[src/design/scc_hdlc_serial_config_regs_consts.svh]
`ifndef SCC_HDLC_SERIAL_CONFIG_REGS_CONSTS_SVH
`define SCC_HDLC_SERIAL_CONFIG_REGS_CONSTS_SVH

// register offsets, byte addresses as printed
`define OFS_CHANNEL_CONFIG 12'h0882
`define OFS_CHANNEL_MODE 12'h0884
`define OFS_SYNC_PATTERN 12'h0886
`define OFS_CHANNEL_EVENTS 12'h0888
`define OFS_EVENT_MASK 12'h088a
`define OFS_LINE_STATUS 12'h088c
`define OFS_TIMESLOT_MASK 12'h08b2
`define OFS_IFACE_SETUP 12'h08b4

// reset values
`define RST_SYNC_PATTERN 16'h7e7e
`define RST_ZERO16 16'h0000
`define RST_ZERO8 8'h00

// serial_channel_config fields
`define CFG_WIRED_OR 15
`define CFG_EXT_BAUD 14
`define CFG_TX_CLK_SEL 13
`define CFG_RX_CLK_SEL 12
`define CFG_DIV_HI 11
`define CFG_DIV_LO 1
`define CFG_PRESCALE4 0

// serial_channel_mode fields
`define MODE_FLAGS_HI 15
`define MODE_FLAGS_LO 12
`define MODE_CRC32 11
`define MODE_FLAG_SHARE 10
`define MODE_RETRANSMIT 8
`define MODE_IDLE_FLAG 7
`define MODE_NRZI 6
`define MODE_DIAG_HI 5
`define MODE_DIAG_LO 4
`define MODE_RX_EN 3
`define MODE_TX_EN 2
`define MODE_PROTO_HI 1
`define MODE_PROTO_LO 0

// serial_interface_setup fields
`define SI_B2_STROBE_SWAP 11
`define SI_B1_STROBE_SWAP 10
`define SI_B2_ROUTE_HI 9
`define SI_B2_ROUTE_LO 8
`define SI_B1_ROUTE_HI 7
`define SI_B1_ROUTE_LO 6
`define SI_D_ROUTE_HI 5
`define SI_D_ROUTE_LO 4
`define SI_CHAN3_DISC 3
`define SI_CHAN2_DISC 2
`define SI_MODE_HI 1
`define SI_MODE_LO 0

// channel_events / channel_event_mask bits
`define EV_CTS 7
`define EV_CD 6
`define EV_IDLE 5
`define EV_TX_ERROR 4
`define EV_RX_FRAME 3
`define EV_NO_BUFFER 2
`define EV_TX_BUFFER 1
`define EV_RX_BUFFER 0

// channel_line_status bits
`define ST_IDLE 2
`define ST_CD 1
`define ST_CTS 0

// synchronised pin indices
`define PIN_CTS 0
`define PIN_CD 1
`define PIN_RXD 2
`define PIN_TIMER 3
`define PIN_TX_CLOCK_PIN 4
`define PIN_RCLK 5

// field encodings
`define ROUTE_NONE 2'b00
`define ROUTE_CH2 2'b10
`define ROUTE_CH3 2'b11
`define IFACE_DEDICATED 2'b00
`define IFACE_LINK 2'b10
`define IFACE_GCI 2'b11
`define DIAG_LOOPBACK 2'b01
`define DIAG_ECHO 2'b10
`define PRESCALE_LAST 2'b11
`define IDLE_ONES 4'hf
`define MASK_ALL 8'hff

`endif

[src/design/scc_hdlc_pkg.sv]
package scc_hdlc_pkg;

	typedef struct packed {
		logic [15:0] chan_config;
		logic [15:0] chan_mode;
		logic [15:0] sync_pattern;
		logic [7:0] events;
		logic [7:0] event_mask;
		logic [15:0] slot_mask;
		logic [15:0] iface_setup;
		logic [5:0] pin_meta;
		logic [5:0] pin_sync;
		logic [5:0] pin_prev;
		logic [1:0] pre_cnt;
		logic [10:0] baud_cnt;
		logic baud_tick;
		logic txd_line;
		logic rx_prev_line;
		logic rx_data;
		logic [3:0] ones_cnt;
		logic strobe_one;
		logic strobe_two;
		logic [15:0] rd_data;
	} regs_state_t;

endpackage

[src/design/scc_hdlc_serial_config_regs.sv]
`timescale 1ns/100ps
`include "scc_hdlc_serial_config_regs_consts.svh"

module scc_hdlc_serial_config_regs (
	input wire logic core_clk_i,
	input wire logic resetn_i,
	input wire logic [11:0] addr_i,
	input wire logic [15:0] wr_data_i,
	input wire logic wr_i,
	input wire logic rd_i,
	output logic [15:0] rd_data_o,
	input wire logic cts_n_i,
	input wire logic cd_n_i,
	input wire logic rxd_i,
	input wire logic timer_input_one_i,
	input wire logic tx_clock_pin_i,
	input wire logic rx_clock_pin_i,
	output logic txd_o,
	output logic txd_oe_o,
	output logic rts_n_o,
	input wire logic b1_slot_i,
	input wire logic b2_slot_i,
	output logic strobe_one_o,
	output logic strobe_two_o,
	output logic [1:0] d_route_o,
	output logic [1:0] b1_route_o,
	output logic [1:0] b2_route_o,
	output logic [1:0] iface_mode_o,
	output logic [7:0] b1_bit_mask_o,
	output logic [7:0] b2_bit_mask_o,
	input wire logic tx_bit_i,
	input wire logic tx_frame_active_i,
	input wire logic tx_underrun_i,
	input wire logic rx_frame_done_i,
	input wire logic rx_no_buffer_i,
	input wire logic tx_buffer_done_i,
	input wire logic tx_bd_irq_i,
	input wire logic rx_buffer_done_i,
	input wire logic rx_bd_irq_i,
	output logic tx_tick_o,
	output logic rx_tick_o,
	output logic rx_data_o,
	output logic [3:0] min_flags_o,
	output logic shared_flag_o,
	output logic idle_flags_o,
	output logic crc32_o,
	output logic retransmit_o,
	output logic [1:0] diag_mode_o,
	output logic [1:0] protocol_o,
	output logic [15:0] sync_pattern_o,
	output logic event_request_o
);

	localparam scc_hdlc_pkg::regs_state_t RESET_STATE = '{
		chan_config: `RST_ZERO16,
		chan_mode: `RST_ZERO16,
		sync_pattern: `RST_SYNC_PATTERN,
		events: `RST_ZERO8,
		event_mask: `RST_ZERO8,
		slot_mask: `RST_ZERO16,
		iface_setup: `RST_ZERO16,
		pin_meta: 6'h3f,
		pin_sync: 6'h3f,
		pin_prev: 6'h3f,
		pre_cnt: 2'h0,
		baud_cnt: 11'h000,
		baud_tick: 1'b0,
		txd_line: 1'b1,
		rx_prev_line: 1'b1,
		rx_data: 1'b1,
		ones_cnt: 4'h0,
		strobe_one: 1'b0,
		strobe_two: 1'b0,
		rd_data: `RST_ZERO16
	};

	scc_hdlc_pkg::regs_state_t state;
	scc_hdlc_pkg::regs_state_t next_state;

	logic [5:0] pin_rise;
	logic [5:0] pin_change;
	logic tx_en;
	logic rx_en;
	logic src_tick;
	logic pre_tick;
	logic tx_tick;
	logic rx_tick;
	logic line_idle;
	logic [1:0] diag;
	logic [7:0] event_set;
	logic [7:0] event_clear;
	logic [2:0] line_status;
	logic rx_line;
	logic [3:0] flag_count;
	logic cfg_wr;

	function automatic logic [1:0] eff_route(input logic [1:0] route, input logic ch2_off,
			input logic ch3_off);
		eff_route = route;
		if ((route == `ROUTE_CH2 && ch2_off) || (route == `ROUTE_CH3 && ch3_off)) begin
			eff_route = `ROUTE_NONE;
		end
	endfunction

	// edges compare the second stage with the third, never the first
	assign pin_rise = state.pin_sync & ~state.pin_prev;
	assign pin_change = state.pin_sync ^ state.pin_prev;
	assign tx_en = state.chan_mode[`MODE_TX_EN];
	assign rx_en = state.chan_mode[`MODE_RX_EN];
	assign diag = state.chan_mode[`MODE_DIAG_HI:`MODE_DIAG_LO];
	assign flag_count = state.chan_mode[`MODE_FLAGS_HI:`MODE_FLAGS_LO];

	// timer pin edge is limited to half the main clock rate by the synchroniser
	assign src_tick = state.chan_config[`CFG_EXT_BAUD] ? pin_rise[`PIN_TIMER] : 1'b1;
	assign pre_tick = src_tick &&
		(!state.chan_config[`CFG_PRESCALE4] || state.pre_cnt == `PRESCALE_LAST);

	assign tx_tick = tx_en && (state.chan_config[`CFG_TX_CLK_SEL] ?
		pin_rise[`PIN_TX_CLOCK_PIN] : state.baud_tick);
	assign rx_tick = rx_en && (state.chan_config[`CFG_RX_CLK_SEL] ?
		pin_rise[`PIN_RCLK] : state.baud_tick);

	// loopback feeds the receiver from our own transmit line
	assign rx_line = (diag == `DIAG_LOOPBACK) ? state.txd_line : state.pin_sync[`PIN_RXD];
	assign line_idle = state.ones_cnt == `IDLE_ONES;

	assign line_status = {line_idle || state.pin_sync[`PIN_CD], state.pin_sync[`PIN_CD],
		state.pin_sync[`PIN_CTS]};

	always_comb begin
		event_set = 8'h00;
		event_set[`EV_CTS] = pin_change[`PIN_CTS];
		event_set[`EV_CD] = pin_change[`PIN_CD];
		// idle change is worked out from the current count, not from next_state
		event_set[`EV_IDLE] = rx_tick && (line_idle ? !rx_line :
			(rx_line && state.ones_cnt + 4'h1 == `IDLE_ONES));
		event_set[`EV_TX_ERROR] = tx_en && (tx_underrun_i ||
			(tx_frame_active_i && pin_rise[`PIN_CTS]));
		event_set[`EV_RX_FRAME] = rx_en && rx_frame_done_i;
		event_set[`EV_NO_BUFFER] = rx_en && rx_no_buffer_i;
		event_set[`EV_TX_BUFFER] = tx_en && tx_buffer_done_i && tx_bd_irq_i;
		event_set[`EV_RX_BUFFER] = rx_en && rx_buffer_done_i && rx_bd_irq_i;
	end

	assign event_clear = (wr_i && addr_i == `OFS_CHANNEL_EVENTS) ? wr_data_i[7:0] : 8'h00;
	assign cfg_wr = wr_i && addr_i == `OFS_CHANNEL_CONFIG;

	always_comb begin
		next_state = state;
		next_state.pin_meta = {rx_clock_pin_i, tx_clock_pin_i, timer_input_one_i, rxd_i,
			cd_n_i, cts_n_i};
		next_state.pin_sync = state.pin_meta;
		next_state.pin_prev = state.pin_sync;

		// baud generator
		next_state.baud_tick = 1'b0;
		if (src_tick && state.chan_config[`CFG_PRESCALE4]) begin
			next_state.pre_cnt = state.pre_cnt + 2'h1;
		end
		if (pre_tick) begin
			if (state.baud_cnt == 11'h000) begin
				next_state.baud_cnt = state.chan_config[`CFG_DIV_HI:`CFG_DIV_LO];
				next_state.baud_tick = 1'b1;
			end else begin
				next_state.baud_cnt = state.baud_cnt - 11'h001;
			end
		end

		// transmit line: echo, idle mark, or coded data
		if (diag == `DIAG_ECHO) begin
			next_state.txd_line = state.pin_sync[`PIN_RXD];
		end else if (!tx_en) begin
			next_state.txd_line = 1'b1;
		end else if (tx_tick) begin
			// nrzi toggles the line on a zero
			next_state.txd_line = state.chan_mode[`MODE_NRZI] ?
				(tx_bit_i ? state.txd_line : ~state.txd_line) : tx_bit_i;
		end

		// receive sampling, decoding and idle detection
		if (rx_tick) begin
			next_state.rx_prev_line = rx_line;
			next_state.rx_data = state.chan_mode[`MODE_NRZI] ?
				~(rx_line ^ state.rx_prev_line) : rx_line;
			if (!rx_line) begin
				next_state.ones_cnt = 4'h0;
			end else if (!line_idle) begin
				next_state.ones_cnt = state.ones_cnt + 4'h1;
			end
		end

		next_state.strobe_one = (b1_slot_i && !state.iface_setup[`SI_B1_STROBE_SWAP]) ||
			(b2_slot_i && state.iface_setup[`SI_B2_STROBE_SWAP]);
		next_state.strobe_two = (b1_slot_i && state.iface_setup[`SI_B1_STROBE_SWAP]) ||
			(b2_slot_i && !state.iface_setup[`SI_B2_STROBE_SWAP]);

		// a set arriving with its clear still lands
		next_state.events = (state.events & ~event_clear) | event_set;

		if (wr_i) begin
			case (addr_i)
				`OFS_CHANNEL_CONFIG: begin
					next_state.chan_config = wr_data_i;
				end
				`OFS_CHANNEL_MODE: begin
					next_state.chan_mode = wr_data_i;
				end
				`OFS_SYNC_PATTERN: begin
					next_state.sync_pattern = wr_data_i;
				end
				`OFS_EVENT_MASK: begin
					next_state.event_mask = wr_data_i[7:0];
				end
				`OFS_TIMESLOT_MASK: begin
					next_state.slot_mask = wr_data_i;
				end
				`OFS_IFACE_SETUP: begin
					next_state.iface_setup = wr_data_i;
				end
				default: begin
				end
			endcase
		end

		next_state.rd_data = 16'h0000;
		if (rd_i) begin
			case (addr_i)
				`OFS_CHANNEL_CONFIG: begin
					next_state.rd_data = state.chan_config;
				end
				`OFS_CHANNEL_MODE: begin
					next_state.rd_data = state.chan_mode;
				end
				`OFS_SYNC_PATTERN: begin
					next_state.rd_data = state.sync_pattern;
				end
				`OFS_CHANNEL_EVENTS: begin
					next_state.rd_data = {8'h00, state.events};
				end
				`OFS_EVENT_MASK: begin
					next_state.rd_data = {8'h00, state.event_mask};
				end
				`OFS_LINE_STATUS: begin
					next_state.rd_data = {13'h0000, line_status};
				end
				`OFS_TIMESLOT_MASK: begin
					next_state.rd_data = state.slot_mask;
				end
				`OFS_IFACE_SETUP: begin
					next_state.rd_data = state.iface_setup;
				end
				default: begin
					next_state.rd_data = 16'h0000;
				end
			endcase
		end
	end

	always_ff @(posedge core_clk_i or negedge resetn_i) begin
		if (!resetn_i) begin
			state <= RESET_STATE;
		end else begin
			state <= next_state;
		end
	end

	assign rd_data_o = state.rd_data;

	// open drain only ever pulls low; the wire supplies the high
	assign txd_o = state.chan_config[`CFG_WIRED_OR] ? 1'b0 : state.txd_line;
	assign txd_oe_o = state.chan_config[`CFG_WIRED_OR] ? ~state.txd_line : 1'b1;

	assign rts_n_o = !(tx_en && (state.chan_mode[`MODE_IDLE_FLAG] || tx_frame_active_i));
	assign idle_flags_o = state.chan_mode[`MODE_IDLE_FLAG];

	assign min_flags_o = (state.chan_mode[`MODE_FLAG_SHARE] && flag_count != 4'h0) ?
		flag_count - 4'h1 : flag_count;
	assign shared_flag_o = state.chan_mode[`MODE_FLAG_SHARE] && flag_count == 4'h0;

	assign strobe_one_o = state.strobe_one;
	assign strobe_two_o = state.strobe_two;

	assign d_route_o = eff_route(state.iface_setup[`SI_D_ROUTE_HI:`SI_D_ROUTE_LO],
		state.iface_setup[`SI_CHAN2_DISC], state.iface_setup[`SI_CHAN3_DISC]);
	assign b1_route_o = eff_route(state.iface_setup[`SI_B1_ROUTE_HI:`SI_B1_ROUTE_LO],
		state.iface_setup[`SI_CHAN2_DISC], state.iface_setup[`SI_CHAN3_DISC]);
	assign b2_route_o = eff_route(state.iface_setup[`SI_B2_ROUTE_HI:`SI_B2_ROUTE_LO],
		state.iface_setup[`SI_CHAN2_DISC], state.iface_setup[`SI_CHAN3_DISC]);

	assign iface_mode_o = state.iface_setup[`SI_MODE_HI:`SI_MODE_LO];
	assign b1_bit_mask_o = (iface_mode_o == `IFACE_LINK || iface_mode_o == `IFACE_GCI) ?
		state.slot_mask[7:0] : `MASK_ALL;
	assign b2_bit_mask_o = (iface_mode_o == `IFACE_LINK || iface_mode_o == `IFACE_GCI) ?
		state.slot_mask[15:8] : `MASK_ALL;

	assign tx_tick_o = tx_tick;
	assign rx_tick_o = rx_tick;
	assign rx_data_o = state.rx_data;
	assign crc32_o = state.chan_mode[`MODE_CRC32];
	assign retransmit_o = state.chan_mode[`MODE_RETRANSMIT];
	assign diag_mode_o = diag;
	assign protocol_o = state.chan_mode[`MODE_PROTO_HI:`MODE_PROTO_LO];
	assign sync_pattern_o = state.sync_pattern;
	assign event_request_o = |(state.events & state.event_mask);
endmodule

[config.mk]
export PLATFORM = sky130hd
export DESIGN_NAME = scc_hdlc_serial_config_regs
export DESIGN_NICKNAME = d
export VERILOG_FILES = /design/src/design/scc_hdlc_pkg.sv /design/src/design/scc_hdlc_serial_config_regs.sv
export VERILOG_INCLUDE_DIRS = /design/src /design/src/design
export SDC_FILE = /design/constraint.sdc
export NUM_CORES = 1
export LEC_CHECK = 0
export ABC_AREA = 1
export BUFFER_PORTS_ARGS = -buffer_cell sky130_fd_sc_hd__buf_2
export CAP_MARGIN = 0
export CORE_ASPECT_RATIO = 0.5
export CORE_UTILIZATION = 40
export DETAILED_ROUTE_END_ITERATION = 7
export REMOVE_ABC_BUFFERS = 1
export SLEW_MARGIN = 20
export SYNTH_ARGS = -nofsm -noshare
export SYNTH_HDL_FRONTEND = slang
export SYNTH_SLANG_ARGS = --single-unit
export TNS_END_PERCENT = 20
[constraint.sdc]
create_clock -name core_clk_i -period 1.54 [get_ports core_clk_i]
set_clock_uncertainty 0.1 [all_clocks]
set_input_delay 0.308 -clock core_clk_i [delete_from_list [all_inputs] [get_ports core_clk_i]]
set_output_delay 0.308 -clock core_clk_i [all_outputs]
set_load 0.05 [all_outputs]
# ---- Yosys cells after proc, flatten, opt, wreduce, memory -nomap -nowiden
# Cells that the tools add are included.
dict set report classes {
  add_sub_neg 4
  n_eq_ne 24
  muxes 27
  bitwise 10
  reduce_logical 55
}
# cell count
set op_table {}
lappend op_table {{16-bit one-hot mux with 8 select lines} 1}
lappend op_table {{12-bit equality test, second input constant} 8}
lappend op_table {{1-bit logical AND} 28}
lappend op_table {{8-bit two-way mux} 3}
lappend op_table {{2-bit equality test, second input constant} 10}
lappend op_table {{8-bit bitwise AND} 2}
lappend op_table {{16-bit two-way mux} 1}
lappend op_table {{2-bit AND reduction} 8}
lappend op_table {{1-bit two-way mux} 15}
lappend op_table {{4-bit two-way mux} 3}
lappend op_table {{11-bit zero test} 1}
lappend op_table {{11-bit two-way mux} 1}
lappend op_table {{11-bit by 1-bit subtractor with 11-bit output, second input constant} 1}
lappend op_table {{1-bit logical OR} 10}
lappend op_table {{4-bit equality test, second input constant} 2}
lappend op_table {{8-bit NOT} 1}
lappend op_table {{8-bit bitwise OR} 1}
lappend op_table {{8-bit OR reduction} 1}
lappend op_table {{6-bit bitwise AND} 1}
lappend op_table {{2-bit two-way mux} 3}
lappend op_table {{6-bit NOT} 1}
lappend op_table {{1-bit zero test} 5}
lappend op_table {{4-bit by 1-bit adder with 4-bit output, second input constant} 1}
lappend op_table {{4-bit zero test} 1}
lappend op_table {{10 further kinds} 11}
dict set report totals {
  register_bits 153
  input_bits 49
  elab_cells 140
}

# ---- Longest topological paths before layout
# Gate-level depths: netlist (run 1).
dict set report logic_depth {
  ltp_word 7
  mapped_depth 12
  ltp_nobuf 11
}

# ---- Worst setup path after synthesis (run 1)
# Ideal clock, no wire load.
dict set report synth_timing {
  path_kind {register -> output}
  from {reg state (netlist bit flag_count[0])}
  to {out min_flags_o[1]}
  t_arrival_ns 1.928
  t_required_ns 1.132
  setup_slack_ns -0.796
  stages_incl_launch_ff 6
  path_buffers 0
  cell_sequence {dfrtp_1 -> inv_1 -> ha_1 -> nand2_1 -> nand2_1 -> o21ai_0}
}
dict set report synth_between {
  elab_chain_cells 3
  elab_cells_between_ends 4
}
# element line
set synth_lines {}
lappend synth_lines {{start: declaration} scc_hdlc_serial_config_regs.sv:77} ;# scc_hdlc_pkg::regs_state_t state;
lappend synth_lines {{start signal: assignment} scc_hdlc_serial_config_regs.sv:263} ;# state <= next_state;
lappend synth_lines {{branches (longest 2 deep; another with 4-bit by 1-bit subtractor with 4-bit output)} n/a}
lappend synth_lines {{4-bit two-way mux *} scc_hdlc_serial_config_regs.sv:276} ;# assign min_flags_o = (state.chan_mode[`MODE_FLAG_SHARE] && flag_count != 4'h0) ?
lappend synth_lines {{end: declaration} scc_hdlc_serial_config_regs.sv:43} ;# output logic [3:0] min_flags_o,
# Mark *: on every way between the ends.

# ---- Worst setup path in the final report (run 1)
dict set report layout_timing {
  from {reg state (netlist bit flag_count[0])}
  to {out min_flags_o[3]}
}
# The elaborated chain is that of the path after synthesis.

==> report_table.html, run 1 <==
<table>
<tr><th>Metric</th><th>Value</th></tr>
<tr><th colspan="2">Timing</th></tr>
<tr><td>Worst hold slack across all endpoints</td><td>approximately 0.025 ns</td></tr>
<tr><td>Hold Fails Final Rpt</td><td>0</td></tr>
<tr><td>Maximum clock frequency</td><td>approximately 470 MHz</td></tr>
<tr><td>Slew HR</td><td>68.61%</td></tr>
<tr><td># setup viols final</td><td>58</td></tr>
<tr><td>Final TNS setup</td><td>-8.580 ns</td></tr>
<tr><td>Clock period minus final worst setup slack</td><td>~2.1 ns</td></tr>
<tr><td>Final Worst Setup Slack</td><td>-0.6015 ns</td></tr>
<tr><td>Unrepaired setup endpoints after global routing</td><td>true</td></tr>
<tr><td>Part of the cycle the worst path needs</td><td>139.1%</td></tr>
<tr><td>Actual slew at the worst max-slew pin</td><td>approximately 0.47 ns</td></tr>
<tr><td>Number of pins exceeding their max-slew limit in the final report</td><td>0</td></tr>
<tr><th colspan="2">Pwr</th></tr>
<tr><td>Switching share of total power</td><td>a little over a quarter</td></tr>
<tr><td>Part of the total power dissipated in the clock network</td><td>42.2%</td></tr>
<tr><td>Portion of total power attributed to sequential cells</td><td>between 40% and 50%</td></tr>
<tr><td>Power per unit of standard cell area</td><td>roughly 960 nW/um^2</td></tr>
<tr><td>Combinational share of power</td><td>approximately 15%</td></tr>
<tr><td>Switching power</td><td>around 2.7 mW</td></tr>
<tr><td>Internal Dissipation</td><td>about 7.4 mW</td></tr>
<tr><td>Maximum vdd drop</td><td>just under 800 uV</td></tr>
<tr><td>Leak pwr</td><td>about 5 nW</td></tr>
<tr><td>Final total power</td><td>around 10 mW</td></tr>
<tr><th colspan="2">Synth</th></tr>
<tr><td>Share of flip-flops with an asynchronous set or reset after synthesis</td><td>100.0%</td></tr>
<tr><td>Area share of the largest cell type after synthesis</td><td>about 40%</td></tr>
<tr><td>Count of flip-flops with a built-in enable after synthesis</td><td>0</td></tr>
<tr><td>Biggest area contributors in the synthesized netlist</td><td>sky130_fd_sc_hd__dfrtp_1, sky130_fd_sc_hd__nand2_1, sky130_fd_sc_hd__dfstp_2, sky130_fd_sc_hd__o21ai_0, sky130_fd_sc_hd__inv_1</td></tr>
<tr><td>Number of distinct library cells after synthesis</td><td>42</td></tr>
<tr><td>Synthesis warning total</td><td>0</td></tr>
<tr><td>Sequential element share of the synthesized area</td><td>between 50 and 60%</td></tr>
<tr><td>Leading cell types by count after synthesis</td><td>sky130_fd_sc_hd__nand2_1, sky130_fd_sc_hd__dfrtp_1, sky130_fd_sc_hd__inv_1, sky130_fd_sc_hd__o21ai_0, sky130_fd_sc_hd__nor2_1</td></tr>
<tr><td>Leading area contributor after synthesis</td><td>sky130_fd_sc_hd__dfrtp_1</td></tr>
<tr><td>#FFs+latches synth</td><td>about 150</td></tr>
<tr><td>Post-synthesis cell count</td><td>just over 900</td></tr>
<tr><td>Most common cell in the synthesized netlist</td><td>sky130_fd_sc_hd__nand2_1</td></tr>
<tr><td>Synthesized area per cell</td><td>between 8 and 9 um^2</td></tr>
<tr><td>Post-synth top flop</td><td>sky130_fd_sc_hd__dfrtp_1</td></tr>
<tr><td>Synth Cell Area</td><td>approximately 7500 um^2</td></tr>
<tr><th colspan="2">Drt</th></tr>
<tr><td>Average wire per standard cell</td><td>around 17 um</td></tr>
<tr><td>Average vias per placed instance</td><td>5.059</td></tr>
<tr><td>Highest metal layer with signal wires</td><td>met4</td></tr>
<tr><td>Remaining routing DRC violations</td><td>0</td></tr>
<tr><td>Number of routed nets with antenna violations</td><td>0</td></tr>
<tr><td>Total length of routed wires</td><td>roughly 23000 um</td></tr>
<tr><td>Met3 Routed Length</td><td>approximately 1300 um</td></tr>
<tr><td>Met2 layer wire length in the routed design</td><td>between 10000 and 15000 um</td></tr>
<tr><td>Number of iterations in the first detailed-routing pass</td><td>5</td></tr>
<tr><td>Routed via count</td><td>6911</td></tr>
<tr><td>WL met1</td><td>about 11000 um</td></tr>
<tr><td>Count of routing violations after the opening detailed-route iteration</td><td>527</td></tr>
<tr><th colspan="2">Setup path</th></tr>
<tr><td>Critical Path Most Common Cell</td><td>sky130_fd_sc_hd__nand2_4</td></tr>
<tr><td>Max incr delay on CP</td><td>between 0.3 and 0.4 ns</td></tr>
<tr><td>Category of the worst setup path capture point</td><td>output pin</td></tr>
<tr><td>Register-to-Register Path Depth</td><td>8</td></tr>
<tr><td>Crit Reg-Reg Endpoint</td><td>state[33]</td></tr>
<tr><td>Slowest cell on crit path</td><td>sky130_fd_sc_hd__dfrtp_1</td></tr>
<tr><td>Critical path startpoint</td><td>flag_count[0]</td></tr>
<tr><td>List of cells traversed by the critical path</td><td>inv_2 &gt; ha_4 &gt; nand2_4 &gt; nand2_4 &gt; nor4_4 &gt; xor2_1 &gt; buf_4</td></tr>
<tr><td>Class of the most critical setup path</td><td>reg2out</td></tr>
<tr><td>Nature of the critical path startpoint</td><td>flip-flop</td></tr>
<tr><td>Required time worst endpoint</td><td>1.13 ns</td></tr>
<tr><td>Critical path data arrival time</td><td>between 1.5 and 2 ns</td></tr>
<tr><td>Setup slack, reg-to-reg</td><td>-0.08 ns</td></tr>
<tr><td>Max Fanout on Critical Path</td><td>2</td></tr>
<tr><td>Reg-to-reg critical path startpoint</td><td>state[26]</td></tr>
<tr><td>Destination of the critical timing path</td><td>min_flags_o[3]</td></tr>
<tr><th colspan="2">Final layout</th></tr>
<tr><td>NumNets Final</td><td>about 1200</td></tr>
<tr><td>Fraction of layout instances using a drive strength above 1</td><td>a little over a third</td></tr>
<tr><td>Seq. cell area</td><td>between 3000 and 4000 um^2</td></tr>
<tr><td>Fin util</td><td>58.59%</td></tr>
<tr><td>Inserted Diodes</td><td>0</td></tr>
<tr><td>Area taken by multi-input logic gates</td><td>roughly 3200 um^2</td></tr>
<tr><td>Design area</td><td>roughly 10000 um^2</td></tr>
<tr><td>Growth of design area from synthesis to finish</td><td>39.68%</td></tr>
<tr><td>Filler cell count in the final layout</td><td>1578</td></tr>
<tr><th colspan="2">Die</th></tr>
<tr><td>Total Die Area</td><td>about 19000 um^2</td></tr>
<tr><td>Core Footprint</td><td>between 15000 and 20000 um^2</td></tr>
<tr><td>Top Ports</td><td>126</td></tr>
<tr><td>Standard-cell row count</td><td>34</td></tr>
<tr><td>Height of the die</td><td>98.68 um</td></tr>
<tr><td>Initial core utilization</td><td>a little over two fifths</td></tr>
<tr><td>Width of the die</td><td>195.4 um</td></tr>
<tr><th colspan="2">GRT</th></tr>
<tr><td>Vias in the first global route</td><td>~6700</td></tr>
<tr><td>Pin count of the biggest net entering global routing</td><td>47</td></tr>
<tr><td>Overall Global Routing Usage</td><td>between 20% and 30%</td></tr>
<tr><td>Remaining global-route overflow</td><td>0</td></tr>
<tr><td>Initial antenna violation count</td><td>0</td></tr>
<tr><td>First-pass GRT wire length</td><td>between 30000 and 40000 um</td></tr>
<tr><th colspan="2">Outcome</th></tr>
<tr><td>Run status</td><td>complete, but fails checks</td></tr>
<tr><td>Violated checks</td><td>setup timing</td></tr>
<tr><th colspan="2">Place</th></tr>
<tr><td>Placed wire-length estimate after detailed placement</td><td>around 17000 um</td></tr>
<tr><td>Count of buffers inserted at the top-level ports</td><td>around 130</td></tr>
<tr><td>GPL Wtd Cong</td><td>around 0.92</td></tr>
<tr><td>Placed Instance Area</td><td>approximately 8900 um^2</td></tr>
<tr><th colspan="2">Clock network</th></tr>
<tr><td>CTS tree</td><td>yes</td></tr>
<tr><td>Clock Path Buffers</td><td>2</td></tr>
<tr><td>Clock root buffer</td><td>sky130_fd_sc_hd__clkbuf_16</td></tr>
<tr><td>Inserted Clock Buffers</td><td>17</td></tr>
<tr><td>H-Tree Level Count</td><td>4</td></tr>
<tr><td>Post-CTS clock slew at the launch and capture registers of the worst setup and hold paths</td><td>approximately 0.06 ns</td></tr>
<tr><td>Number of clock sinks</td><td>roughly 150</td></tr>
<tr><td>Clock latency reported for the late side of the worst-skew pair</td><td>0.43 ns</td></tr>
<tr><th colspan="2">Run</th></tr>
<tr><td>Number of maximum-capacitance constraint violations</td><td>0</td></tr>
<tr><th colspan="2">Min path</th></tr>
<tr><td>Source of the worst hold timing path</td><td>rx_no_buffer_i</td></tr>
<tr><td>Path category of the worst min-delay check</td><td>in2reg</td></tr>
</table>
## worst min-delay path by stage
stage	endpoint	slack (ns)	cells past startpoint
2_1_floorplan	crc32_o	-0.09	0
3_3_place_gp	diag_mode_o[1]	0.17	1
3_5_place_dp	state[18]	0.18	1
4_1_cts	state[99]	0.007	3
5_1_grt	state[99]	0.01	3
6_report	state[99]	0.02	3
## stage by stage
step	setup slack, ns	cells
final	-0.6015	1366
after global routing	-0.7094	1366
after CTS	-0.5695	1360
after detailed placement	-0.2943	1314
after global placement	-0.3012	1314
after floorplan	-0.9148	844
## flip-flops by register name, summed over array words and instances (netlist names), 2 cells and up
name            cells
diag_mode_o         2
state              91
sync_pattern_o     16
next_state         10
iface_mode_o        2
flag_count          4
rd_data_o          16
protocol_o          2
line_status         2
## cell usage in the layout (no fill, tap or decap), types with 9 or more instances in the layout
cell | Yosys | layout
sky130_fd_sc_hd__dfstp_2 | 32 | 32
sky130_fd_sc_hd__nor2_4 | 6 | 12
sky130_fd_sc_hd__nor2_1 | 71 | 60
sky130_fd_sc_hd__buf_4 | 43 | 104
sky130_fd_sc_hd__buf_6 | 2 | 42
sky130_fd_sc_hd__o21ai_1 | 54 | 58
sky130_fd_sc_hd__buf_8 | 0 | 18
sky130_fd_sc_hd__nand2_2 | 5 | 16
sky130_fd_sc_hd__inv_1 | 91 | 79
sky130_fd_sc_hd__clkbuf_16 | 0 | 17
sky130_fd_sc_hd__nand2_1 | 244 | 229
sky130_fd_sc_hd__nand3_1 | 62 | 59
sky130_fd_sc_hd__buf_2 | 12 | 72
sky130_fd_sc_hd__dfrtp_1 | 120 | 116
sky130_fd_sc_hd__buf_12 | 0 | 9
sky130_fd_sc_hd__nand4_1 | 13 | 13
sky130_fd_sc_hd__o21ai_0 | 78 | 68
sky130_fd_sc_hd__inv_2 | 1 | 12
## per-layer routing
layer | up-vias | global-route usage [%]
met5 | - | 0
met2 | 202 | 36.73
met1 | 3358 | 37.05
met4 | 0 | 5.088
met3 | 19 | 4.689
li1 | 3332 | -
## worst max-delay path: cells and delay by family (launching register included)
family	cells	cell delay, ns
flops	1	0.37
xor+xnor	1	0.18
fa+ha+maj	1	0.17
simple gates	3	0.31
buf+inv	2	0.28
## power groups by stage
stage          clock, mW  sequential, mW  combinational [mW]
6_report            4.24            4.32                1.49
5_1_grt             4.47            4.33                1.64
4_1_cts             4.30            4.31                1.29
3_5_place_dp           0            4.36                1.19
3_3_place_gp           0            4.36                1.16
2_1_floorplan          0            4.37               0.552
## cell families (layout without fill, tap and decap cells)
logic type	count (synthesis)	count (layout)	share of synthesized area, %
AND/OR/NAND/NOR	417	417	24.20
AO/OA/AOI/OAI	164	164	11.56
buffers and inverters	158	382	10.51
flip-flops	152	152	51.41
XOR/XNOR	10	10	1.171
adder cells (fa/ha/maj)	6	6	1.004
multiplexers	1	1	0.1506
## what timing repair did
item / 4_1_cts / 5_1_grt
gates resized for setup: 183 / 50
hold buffers: 8 / 0
endpoints found under the hold margin: 23 / 0
endpoints found under the setup margin: 64 / 72
pin swaps: 10 / 17
setup buffers: 7 / 6
## final cells by class
cell class,count,share of cell area (%)
Multi-Input combinational cell,598,30.43
Inverter,94,3.414
Clock inverter,12,1.378
Timing Repair Buffer,256,20.75
Tap cell,234,2.803
Clock buffer,20,4.373
Sequential cell,152,36.85
No activity file was read; power rests on OpenSTA's default activity.
==> inputs of run 2 (changes only) <==
--- a/config.mk
+++ b/config.mk
@@ -12,6 +12,7 @@
 export CORE_ASPECT_RATIO = 0.5
 export CORE_UTILIZATION = 40
 export DETAILED_ROUTE_END_ITERATION = 7
+export RECOVER_POWER = 25
 export REMOVE_ABC_BUFFERS = 1
 export SLEW_MARGIN = 20
 export SYNTH_ARGS = -nofsm -noshare
==> run 2 against run 1 <==
The run still ends with setup timing left. Die area stayed put. Design area fell by 0.26%. Clock power about the same. Critical path depth did not move. Worst setup slack gained 0.0016 ns. Worst hold slack gained 0.0046 ns. Largest power group unchanged. Highest routed layer unchanged.
==> report_table.html, run 2 (same netlist as run 1, synthesis figures left out) <==
<table>
<tr><th>Metric</th><th>Value</th></tr>
<tr><th colspan="2">Outcome</th></tr>
<tr><td>Violated checks</td><td>setup timing</td></tr>
<tr><td>Run status</td><td>complete, but fails checks</td></tr>
<tr><th colspan="2">Final layout</th></tr>
<tr><td>Inserted Diodes</td><td>0</td></tr>
<tr><td>NumNets Final</td><td>between 1000 and 1500</td></tr>
<tr><td>Flip-flop count of the largest register, all copies and words added</td><td>just over 90</td></tr>
<tr><td>Reg with most FFs</td><td>state</td></tr>
<tr><td>Filler cell count in the final layout</td><td>around 1600</td></tr>
<tr><td>Fraction of layout instances using a drive strength above 1</td><td>a little over a third</td></tr>
<tr><td>Fin util</td><td>58.44%</td></tr>
<tr><td>Commonest cells after routing, fill and taps aside</td><td>sky130_fd_sc_hd__nand2_1, sky130_fd_sc_hd__dfrtp_1, sky130_fd_sc_hd__buf_4</td></tr>
<tr><td>Growth of design area from synthesis to finish</td><td>39.31%</td></tr>
<tr><td>Most common cell after layout, fill and taps aside</td><td>sky130_fd_sc_hd__nand2_1</td></tr>
<tr><td>Non-filler instance count after layout</td><td>1366</td></tr>
<tr><th colspan="2">Pwr</th></tr>
<tr><td>Power per unit of standard cell area</td><td>~960 nW/um^2</td></tr>
<tr><td>Leak pwr</td><td>approximately 5 nW</td></tr>
<tr><td>Maximum vdd drop</td><td>between 700 and 800 uV</td></tr>
<tr><td>Final total power</td><td>10.02 mW</td></tr>
<tr><th colspan="2">Setup path</th></tr>
<tr><td>Register-to-Register Path Depth</td><td>8</td></tr>
<tr><td>Category of the worst setup path capture point</td><td>output pin</td></tr>
<tr><td>Required time worst endpoint</td><td>around 1.1 ns</td></tr>
<tr><td>Critical path data arrival time</td><td>approximately 1.7 ns</td></tr>
<tr><td>Max Fanout on Critical Path</td><td>2</td></tr>
<tr><td>Class of the most critical setup path</td><td>reg2out</td></tr>
<tr><td>Nature of the critical path startpoint</td><td>flip-flop</td></tr>
<tr><th colspan="2">Place</th></tr>
<tr><td>Placed wire-length estimate after detailed placement</td><td>~17000 um</td></tr>
<tr><td>Cells after DPL</td><td>between 1000 and 1500</td></tr>
<tr><td>Post-Place Worst Slack</td><td>-0.2943 ns</td></tr>
<tr><td>GPL Wtd Cong</td><td>just over 0.9</td></tr>
<tr><td>Count of buffers inserted at the top-level ports</td><td>125</td></tr>
<tr><th colspan="2">Clock network</th></tr>
<tr><td>Clock Path Buffers</td><td>2</td></tr>
<tr><td>Clock root buffer</td><td>sky130_fd_sc_hd__clkbuf_16</td></tr>
<tr><td>CTS tree</td><td>yes</td></tr>
<tr><td>Post-CTS clock slew at the launch and capture registers of the worst setup and hold paths</td><td>about 0.060 ns</td></tr>
<tr><td>H-Tree Level Count</td><td>4</td></tr>
<tr><td>Inserted Clock Buffers</td><td>17</td></tr>
<tr><td>Clock latency reported for the late side of the worst-skew pair</td><td>between 0.4 and 0.5 ns</td></tr>
<tr><td>Number of clock sinks</td><td>152</td></tr>
<tr><th colspan="2">Drt</th></tr>
<tr><td>Remaining routing DRC violations</td><td>0</td></tr>
<tr><td>Average vias per placed instance</td><td>a little over 5</td></tr>
<tr><td>Total length of routed wires</td><td>roughly 23000 um</td></tr>
<tr><td>Number of routed nets with antenna violations</td><td>0</td></tr>
<tr><td>Number of iterations in the first detailed-routing pass</td><td>5</td></tr>
<tr><td>Routed via count</td><td>between 6000 and 7000</td></tr>
<tr><td>Count of routing violations after the opening detailed-route iteration</td><td>600</td></tr>
<tr><td>Average wire per standard cell</td><td>16.69 um</td></tr>
<tr><th colspan="2">Timing</th></tr>
<tr><td>Final TNS setup</td><td>-8.516 ns</td></tr>
<tr><td>Actual slew at the worst max-slew pin</td><td>about 0.69 ns</td></tr>
<tr><td>Final Worst Setup Slack</td><td>-0.6000 ns</td></tr>
<tr><td>Clock period minus final worst setup slack</td><td>2.140 ns</td></tr>
<tr><td>Part of the cycle the worst path needs</td><td>139.0%</td></tr>
<tr><td>Slew HR</td><td>between 50% and 60%</td></tr>
<tr><td># setup viols final</td><td>56</td></tr>
<tr><td>Maximum clock frequency</td><td>~470 MHz</td></tr>
<tr><td>Number of pins exceeding their max-slew limit in the final report</td><td>0</td></tr>
<tr><td>Unrepaired setup endpoints after global routing</td><td>true</td></tr>
<tr><td>Hold Fails Final Rpt</td><td>0</td></tr>
<tr><th colspan="2">Die</th></tr>
<tr><td>Width of the die</td><td>~200 um</td></tr>
<tr><td>Core Footprint</td><td>17820 um^2</td></tr>
<tr><td>Total Die Area</td><td>~19000 um^2</td></tr>
<tr><td>Top Ports</td><td>around 130</td></tr>
<tr><td>Height of the die</td><td>approximately 99 um</td></tr>
<tr><td>Initial core utilization</td><td>about two fifths</td></tr>
<tr><td>Standard-cell row count</td><td>34</td></tr>
<tr><th colspan="2">GRT</th></tr>
<tr><td>First-pass GRT wire length</td><td>about 36000 um</td></tr>
<tr><td>Pin count of the biggest net entering global routing</td><td>47</td></tr>
<tr><td>Remaining global-route overflow</td><td>0</td></tr>
<tr><td>Overall Global Routing Usage</td><td>24.61%</td></tr>
<tr><td>Initial antenna violation count</td><td>0</td></tr>
<tr><td>Vias in the first global route</td><td>approximately 6700</td></tr>
<tr><th colspan="2">Run</th></tr>
<tr><td>Number of maximum-capacitance constraint violations</td><td>0</td></tr>
<tr><th colspan="2">Min path</th></tr>
<tr><td>Hold path depth</td><td>3</td></tr>
<tr><td>Path category of the worst min-delay check</td><td>in2reg</td></tr>
</table>
run 2: critical path, stage by stage, from the launching register on:
cell	delay (ns)
sky130_fd_sc_hd__dfrtp_1	0.37
sky130_fd_sc_hd__inv_2	0.06
sky130_fd_sc_hd__ha_4	0.17
sky130_fd_sc_hd__nand2_4	0.08
sky130_fd_sc_hd__nand2_4	0.06
sky130_fd_sc_hd__nor4_4	0.17
sky130_fd_sc_hd__xor2_1	0.18
sky130_fd_sc_hd__buf_4	0.22
run 2: report_power, final:
| part | internal (mW) | switching [mW] | total [mW] |
|---|---|---|---|
| registers | 4.20 | 0.118 | 4.31 |
| clock network | 2.50 | 1.73 | 4.23 |
| logic | 0.666 | 0.811 | 1.48 |
| total | 7.36 | 2.66 | 10.0 |
run 2: what timing repair did:
| item | 4_1_cts | 5_1_grt |
|---|---|---|
| pin swaps | 10 | 17 |
| resized for setup | 183 | 50 |
| buffers inserted | 7 | 6 |
| hold buffers | 8 | 0 |
| hold endpoints to repair | 23 | 0 |
| endpoints found under the setup margin | 64 | 72 |
run 2: final cells by class:
class | instances | area [um^2] | share of cell area (%)
Clock buffer | 20 | 456.7 | 4.384
Clock inverter | 12 | 143.9 | 1.381
Inverter | 94 | 356.6 | 3.423
Multi-Input combinational cell | 598 | 3178 | 30.51
Sequential cell | 152 | 3849 | 36.95
Tap cell | 234 | 292.8 | 2.811
Timing Repair Buffer | 256 | 2140 | 20.54
run 2: stage by stage:
stage               area (um^2)  hold slack (ns)
global placement           8916           0.1739
detailed placement         8916           0.1828
CTS                       10210         0.006886
finish                    10420          0.02913
floorplan                  7046         -0.08759
global route              10420          0.01414
run 2: path summary, 6_finish.rpt:
path,startpoint,endpoint,slack (ns)
min reg2reg,next_state[42],state[42],0.26
min in group asynchronous,resetn_i,state[18],0.40
max,flag_count[0],min_flags_o[3],-0.60
min,rx_no_buffer_i,state[99],0.03
max reg2reg,state[26],state[33],-0.08
max in group asynchronous,resetn_i,sync_pattern_o[14],0.13
run 2: per-layer routing:
metal | vias up | GRT usage [%] | part of all wire (%) | routed length [um]
met5 | - | 0 | 0 | 0
met4 | 0 | 5.088 | 0.97 | 221
met2 | 196 | 36.73 | 44 | 10110
met1 | 3347 | 37.05 | 49 | 11080
met3 | 18 | 4.689 | 6.1 | 1385
li1 | 3331 | - | - | -
==> inputs of run 3 (changes only) <==
==> constraint.sdc (replaced) <==
create_clock -name core_clk_i -period 1.9 [get_ports core_clk_i]
set_clock_uncertainty 0.1 [all_clocks]
set_input_delay 0.38 -clock core_clk_i [delete_from_list [all_inputs] [get_ports core_clk_i]]
set_output_delay 0.38 -clock core_clk_i [all_outputs]
set_load 0.05 [all_outputs]
==> run 3 against run 2 <==
The flow still finishes with violations (setup timing). Clock power shrank 22%. Count of clock-buffer cells in the layout down 2. Via count fell by 4.4%. Worst hold slack better by 0.041 ns. Largest cell class unchanged. Highest routed layer unchanged.
==> report_table.html, run 3 (same netlist as run 1, synthesis figures left out) <==
<table>
<tr><th>Metric</th><th>Value</th></tr>
<tr><th colspan="2">Timing</th></tr>
<tr><td>Part of the cycle the worst path needs</td><td>113.5%</td></tr>
<tr><td>Number of pins exceeding their max-slew limit in the final report</td><td>0</td></tr>
<tr><td>Unrepaired setup endpoints after global routing</td><td>true</td></tr>
<tr><td># setup viols final</td><td>8</td></tr>
<tr><td>Final Worst Setup Slack</td><td>-0.2572 ns</td></tr>
<tr><td>Slew HR</td><td>roughly 11%</td></tr>
<tr><td>Hold Fails Final Rpt</td><td>0</td></tr>
<tr><td>Actual slew at the worst max-slew pin</td><td>1.333 ns</td></tr>
<tr><td>Maximum clock frequency</td><td>about 460 MHz</td></tr>
<tr><td>Clock period minus final worst setup slack</td><td>roughly 2.2 ns</td></tr>
<tr><td>Worst hold slack across all endpoints</td><td>roughly 0.07 ns</td></tr>
<tr><th colspan="2">Final layout</th></tr>
<tr><td>Fraction of layout instances using a drive strength above 1</td><td>between 20% and 30%</td></tr>
<tr><td>Fin util</td><td>about 52%</td></tr>
<tr><td>Most common cell after layout, fill and taps aside</td><td>sky130_fd_sc_hd__nand2_1</td></tr>
<tr><td>Area taken by multi-input logic gates</td><td>a little under 3000 um^2</td></tr>
<tr><td>NumNets Final</td><td>between 1000 and 1500</td></tr>
<tr><td>Design area</td><td>about 9300 um^2</td></tr>
<tr><td>Filler cell count in the final layout</td><td>around 1700</td></tr>
<tr><td>Reg with most FFs</td><td>state</td></tr>
<tr><td>Non-filler instance count after layout</td><td>1300</td></tr>
<tr><td>Seq. cell area</td><td>between 3000 and 4000 um^2</td></tr>
<tr><td>Commonest cells after routing, fill and taps aside</td><td>sky130_fd_sc_hd__nand2_1, sky130_fd_sc_hd__dfrtp_1, sky130_fd_sc_hd__buf_2</td></tr>
<tr><td>Growth of design area from synthesis to finish</td><td>24.60%</td></tr>
<tr><td>Flip-flop count of the largest register, all copies and words added</td><td>91</td></tr>
<tr><td>Inserted Diodes</td><td>0</td></tr>
<tr><th colspan="2">Die</th></tr>
<tr><td>Top Ports</td><td>roughly 130</td></tr>
<tr><td>Total Die Area</td><td>slightly below 20000 um^2</td></tr>
<tr><td>Standard-cell row count</td><td>34</td></tr>
<tr><td>Height of the die</td><td>98.68 um</td></tr>
<tr><td>Initial core utilization</td><td>41.95%</td></tr>
<tr><td>Core Footprint</td><td>roughly 18000 um^2</td></tr>
<tr><td>Width of the die</td><td>around 200 um</td></tr>
<tr><th colspan="2">Pwr</th></tr>
<tr><td>Switching share of total power</td><td>around 27%</td></tr>
<tr><td>Switching power</td><td>just over 2 mW</td></tr>
<tr><td>Portion of total power attributed to sequential cells</td><td>roughly 46%</td></tr>
<tr><td>Internal Dissipation</td><td>5.549 mW</td></tr>
<tr><td>Leak pwr</td><td>4.508 nW</td></tr>
<tr><td>Power per unit of standard cell area</td><td>~820 nW/um^2</td></tr>
<tr><td>Maximum vdd drop</td><td>between 600 and 700 uV</td></tr>
<tr><td>Part of the total power dissipated in the clock network</td><td>roughly 44%</td></tr>
<tr><td>Combinational share of power</td><td>10.3%</td></tr>
<tr><th colspan="2">Setup path</th></tr>
<tr><td>Category of the worst setup path capture point</td><td>output pin</td></tr>
<tr><td>Buf+Inv Stages, Crit Path</td><td>2</td></tr>
<tr><td>Reg-to-reg critical path startpoint</td><td>state[26]</td></tr>
<tr><td>Max incr delay on CP</td><td>around 0.36 ns</td></tr>
<tr><td>Critical Path Most Common Cell</td><td>sky130_fd_sc_hd__nand2_4</td></tr>
<tr><td>Crit Reg-Reg Endpoint</td><td>state[32]</td></tr>
<tr><td>Setup slack, reg-to-reg</td><td>about 0.07 ns</td></tr>
<tr><td>Register-to-Register Path Depth</td><td>7</td></tr>
<tr><td>Required time worst endpoint</td><td>about 1.4 ns</td></tr>
<tr><td>Top Family by Delay on Critical Path</td><td>flip-flops</td></tr>
<tr><td>Critical path data arrival time</td><td>1.68 ns</td></tr>
<tr><td>Class of the most critical setup path</td><td>reg2out</td></tr>
<tr><td>List of cells traversed by the critical path</td><td>inv_2 &gt; ha_4 &gt; nand2_4 &gt; nand2_4 &gt; nor4_4 &gt; xor2_1 &gt; buf_4</td></tr>
<tr><td>Nature of the critical path startpoint</td><td>flip-flop</td></tr>
<tr><td>Max Fanout on Critical Path</td><td>2</td></tr>
<tr><td>Slowest cell on crit path</td><td>sky130_fd_sc_hd__dfrtp_1</td></tr>
<tr><th colspan="2">Clock network</th></tr>
<tr><td>Number of clock sinks</td><td>152</td></tr>
<tr><td>Clock root buffer</td><td>sky130_fd_sc_hd__clkbuf_16</td></tr>
<tr><td>Inserted Clock Buffers</td><td>17</td></tr>
<tr><td>Clock Path Buffers</td><td>2</td></tr>
<tr><td>H-Tree Level Count</td><td>4</td></tr>
<tr><td>Clock latency reported for the late side of the worst-skew pair</td><td>between 0.4 and 0.5 ns</td></tr>
<tr><td>CTS tree</td><td>yes</td></tr>
<tr><td>Post-CTS clock slew at the launch and capture registers of the worst setup and hold paths</td><td>approximately 0.070 ns</td></tr>
<tr><th colspan="2">Min path</th></tr>
<tr><td>Path category of the worst min-delay check</td><td>in2reg</td></tr>
<tr><td>Hold path depth</td><td>3</td></tr>
<tr><td>Source of the worst hold timing path</td><td>rx_frame_done_i</td></tr>
<tr><td>Hold endpoint</td><td>state[100]</td></tr>
<tr><th colspan="2">Run</th></tr>
<tr><td>Number of maximum-capacitance constraint violations</td><td>0</td></tr>
<tr><th colspan="2">Outcome</th></tr>
<tr><td>Run status</td><td>complete, but fails checks</td></tr>
<tr><td>Violated checks</td><td>setup timing</td></tr>
<tr><th colspan="2">Place</th></tr>
<tr><td>Cells after DPL</td><td>1257</td></tr>
<tr><td>Count of buffers inserted at the top-level ports</td><td>approximately 130</td></tr>
<tr><td>GPL Wtd Cong</td><td>about 0.90</td></tr>
<tr><td>Placed wire-length estimate after detailed placement</td><td>between 15000 and 20000 um</td></tr>
<tr><td>Placed Instance Area</td><td>~8400 um^2</td></tr>
<tr><th colspan="2">GRT</th></tr>
<tr><td>Pin count of the biggest net entering global routing</td><td>48</td></tr>
<tr><td>First-pass GRT wire length</td><td>approximately 34000 um</td></tr>
<tr><td>Remaining global-route overflow</td><td>0</td></tr>
<tr><td>Vias in the first global route</td><td>approximately 6300</td></tr>
<tr><td>Overall Global Routing Usage</td><td>about a quarter</td></tr>
<tr><td>Initial antenna violation count</td><td>0</td></tr>
<tr><th colspan="2">Drt</th></tr>
<tr><td>Remaining routing DRC violations</td><td>0</td></tr>
<tr><td>Average vias per placed instance</td><td>between 5 and 6</td></tr>
<tr><td>Average wire per standard cell</td><td>16.72 um</td></tr>
<tr><td>Number of routed nets with antenna violations</td><td>0</td></tr>
<tr><td>Routed via count</td><td>6592</td></tr>
<tr><td>Count of routing violations after the opening detailed-route iteration</td><td>~560</td></tr>
<tr><td>Total length of routed wires</td><td>approximately 22000 um</td></tr>
<tr><td>Number of iterations in the first detailed-routing pass</td><td>5</td></tr>
</table>
## run 3: changes by cell type in the layout (fill, tap and decap cells not counted), moves of 5 or more
cell,previous run,this run
sky130_fd_sc_hd__buf_4,102,57
sky130_fd_sc_hd__buf_2,72,109
sky130_fd_sc_hd__buf_6,41,11
sky130_fd_sc_hd__buf_8,18,0
sky130_fd_sc_hd__nand2_1,229,241
sky130_fd_sc_hd__nand2_2,16,6
sky130_fd_sc_hd__o21ai_0,68,76
sky130_fd_sc_hd__nor2_1,60,66
sky130_fd_sc_hd__inv_1,79,84
## run 3: metrics by stage
stage	worst slack, ns	TNS (ns)	power (mW)
2_1_floorplan	-0.6268	-18.39	3.990
3_3_place_gp	0.005227	0	4.268
3_5_place_dp	-0.07311	-0.07311	4.291
4_1_cts	-0.3345	-1.340	7.648
5_1_grt	-0.3387	-12.25	7.956
6_report	-0.2572	-1.164	7.607
## run 3: what timing repair did
item | CTS | global route
cloned | 0 | 0
pin swaps | 3 | 3
endpoints found under the hold margin | 38 | 0
hold buffers | 7 | 0
endpoints found under the setup margin | 15 | 25
resized for setup | 41 | 28
buffers inserted | 3 | 2
## run 3: worst register-to-register path: stages, from the launching register on
cell,delay (ns)
sky130_fd_sc_hd__dfrtp_1,0.38
sky130_fd_sc_hd__inv_1,0.10
sky130_fd_sc_hd__ha_1,0.22
sky130_fd_sc_hd__nand2_1,0.11
sky130_fd_sc_hd__nor3_4,0.22
sky130_fd_sc_hd__nand2_2,0.12
sky130_fd_sc_hd__nor2_2,0.29
sky130_fd_sc_hd__o21ai_0,0.15
## run 3: metal layers
layer / vias up / global-route usage [%] / part of all wire (%)
met5: - / 0 / 0
met4: 0 / 6.360 / 1.1
met3: 20 / 4.073 / 5.6
met2: 218 / 34.23 / 44
met1: 3161 / 35.48 / 50
li1: 3193 / - / -
## run 3: area by class of cell
class | instances | area share [%]
clock buffers | 18 | 4.714
clock inverters | 14 | 1.477
inverters | 94 | 3.801
multi-input cells | 598 | 31.91
flip-flops and latches | 152 | 41.30
well taps | 234 | 3.143
repair buffers | 190 | 13.66
## run 3: how the worst max path moves through the flow
stage / cells past startpoint / to / slack, ns / start
5_1_grt: 7 / min_flags_o[3] / -0.34 / flag_count[0]
3_3_place_gp: 7 / min_flags_o[3] / 0.005 / flag_count[0]
4_1_cts: 7 / min_flags_o[3] / -0.33 / flag_count[0]
3_5_place_dp: 7 / min_flags_o[3] / -0.07 / flag_count[0]
6_report: 7 / min_flags_o[3] / -0.26 / flag_count[0]
2_1_floorplan: 8 / state[137] / -0.63 / addr_i[10]
## run 3: power groups by stage
stage	logic [mW]	clock network, mW	registers [mW]
CTS	0.768	3.39	3.49
global placement	0.723	0	3.55
floorplan	0.448	0	3.54
finish	0.786	3.32	3.50
global route	0.882	3.56	3.51
detailed placement	0.743	0	3.55
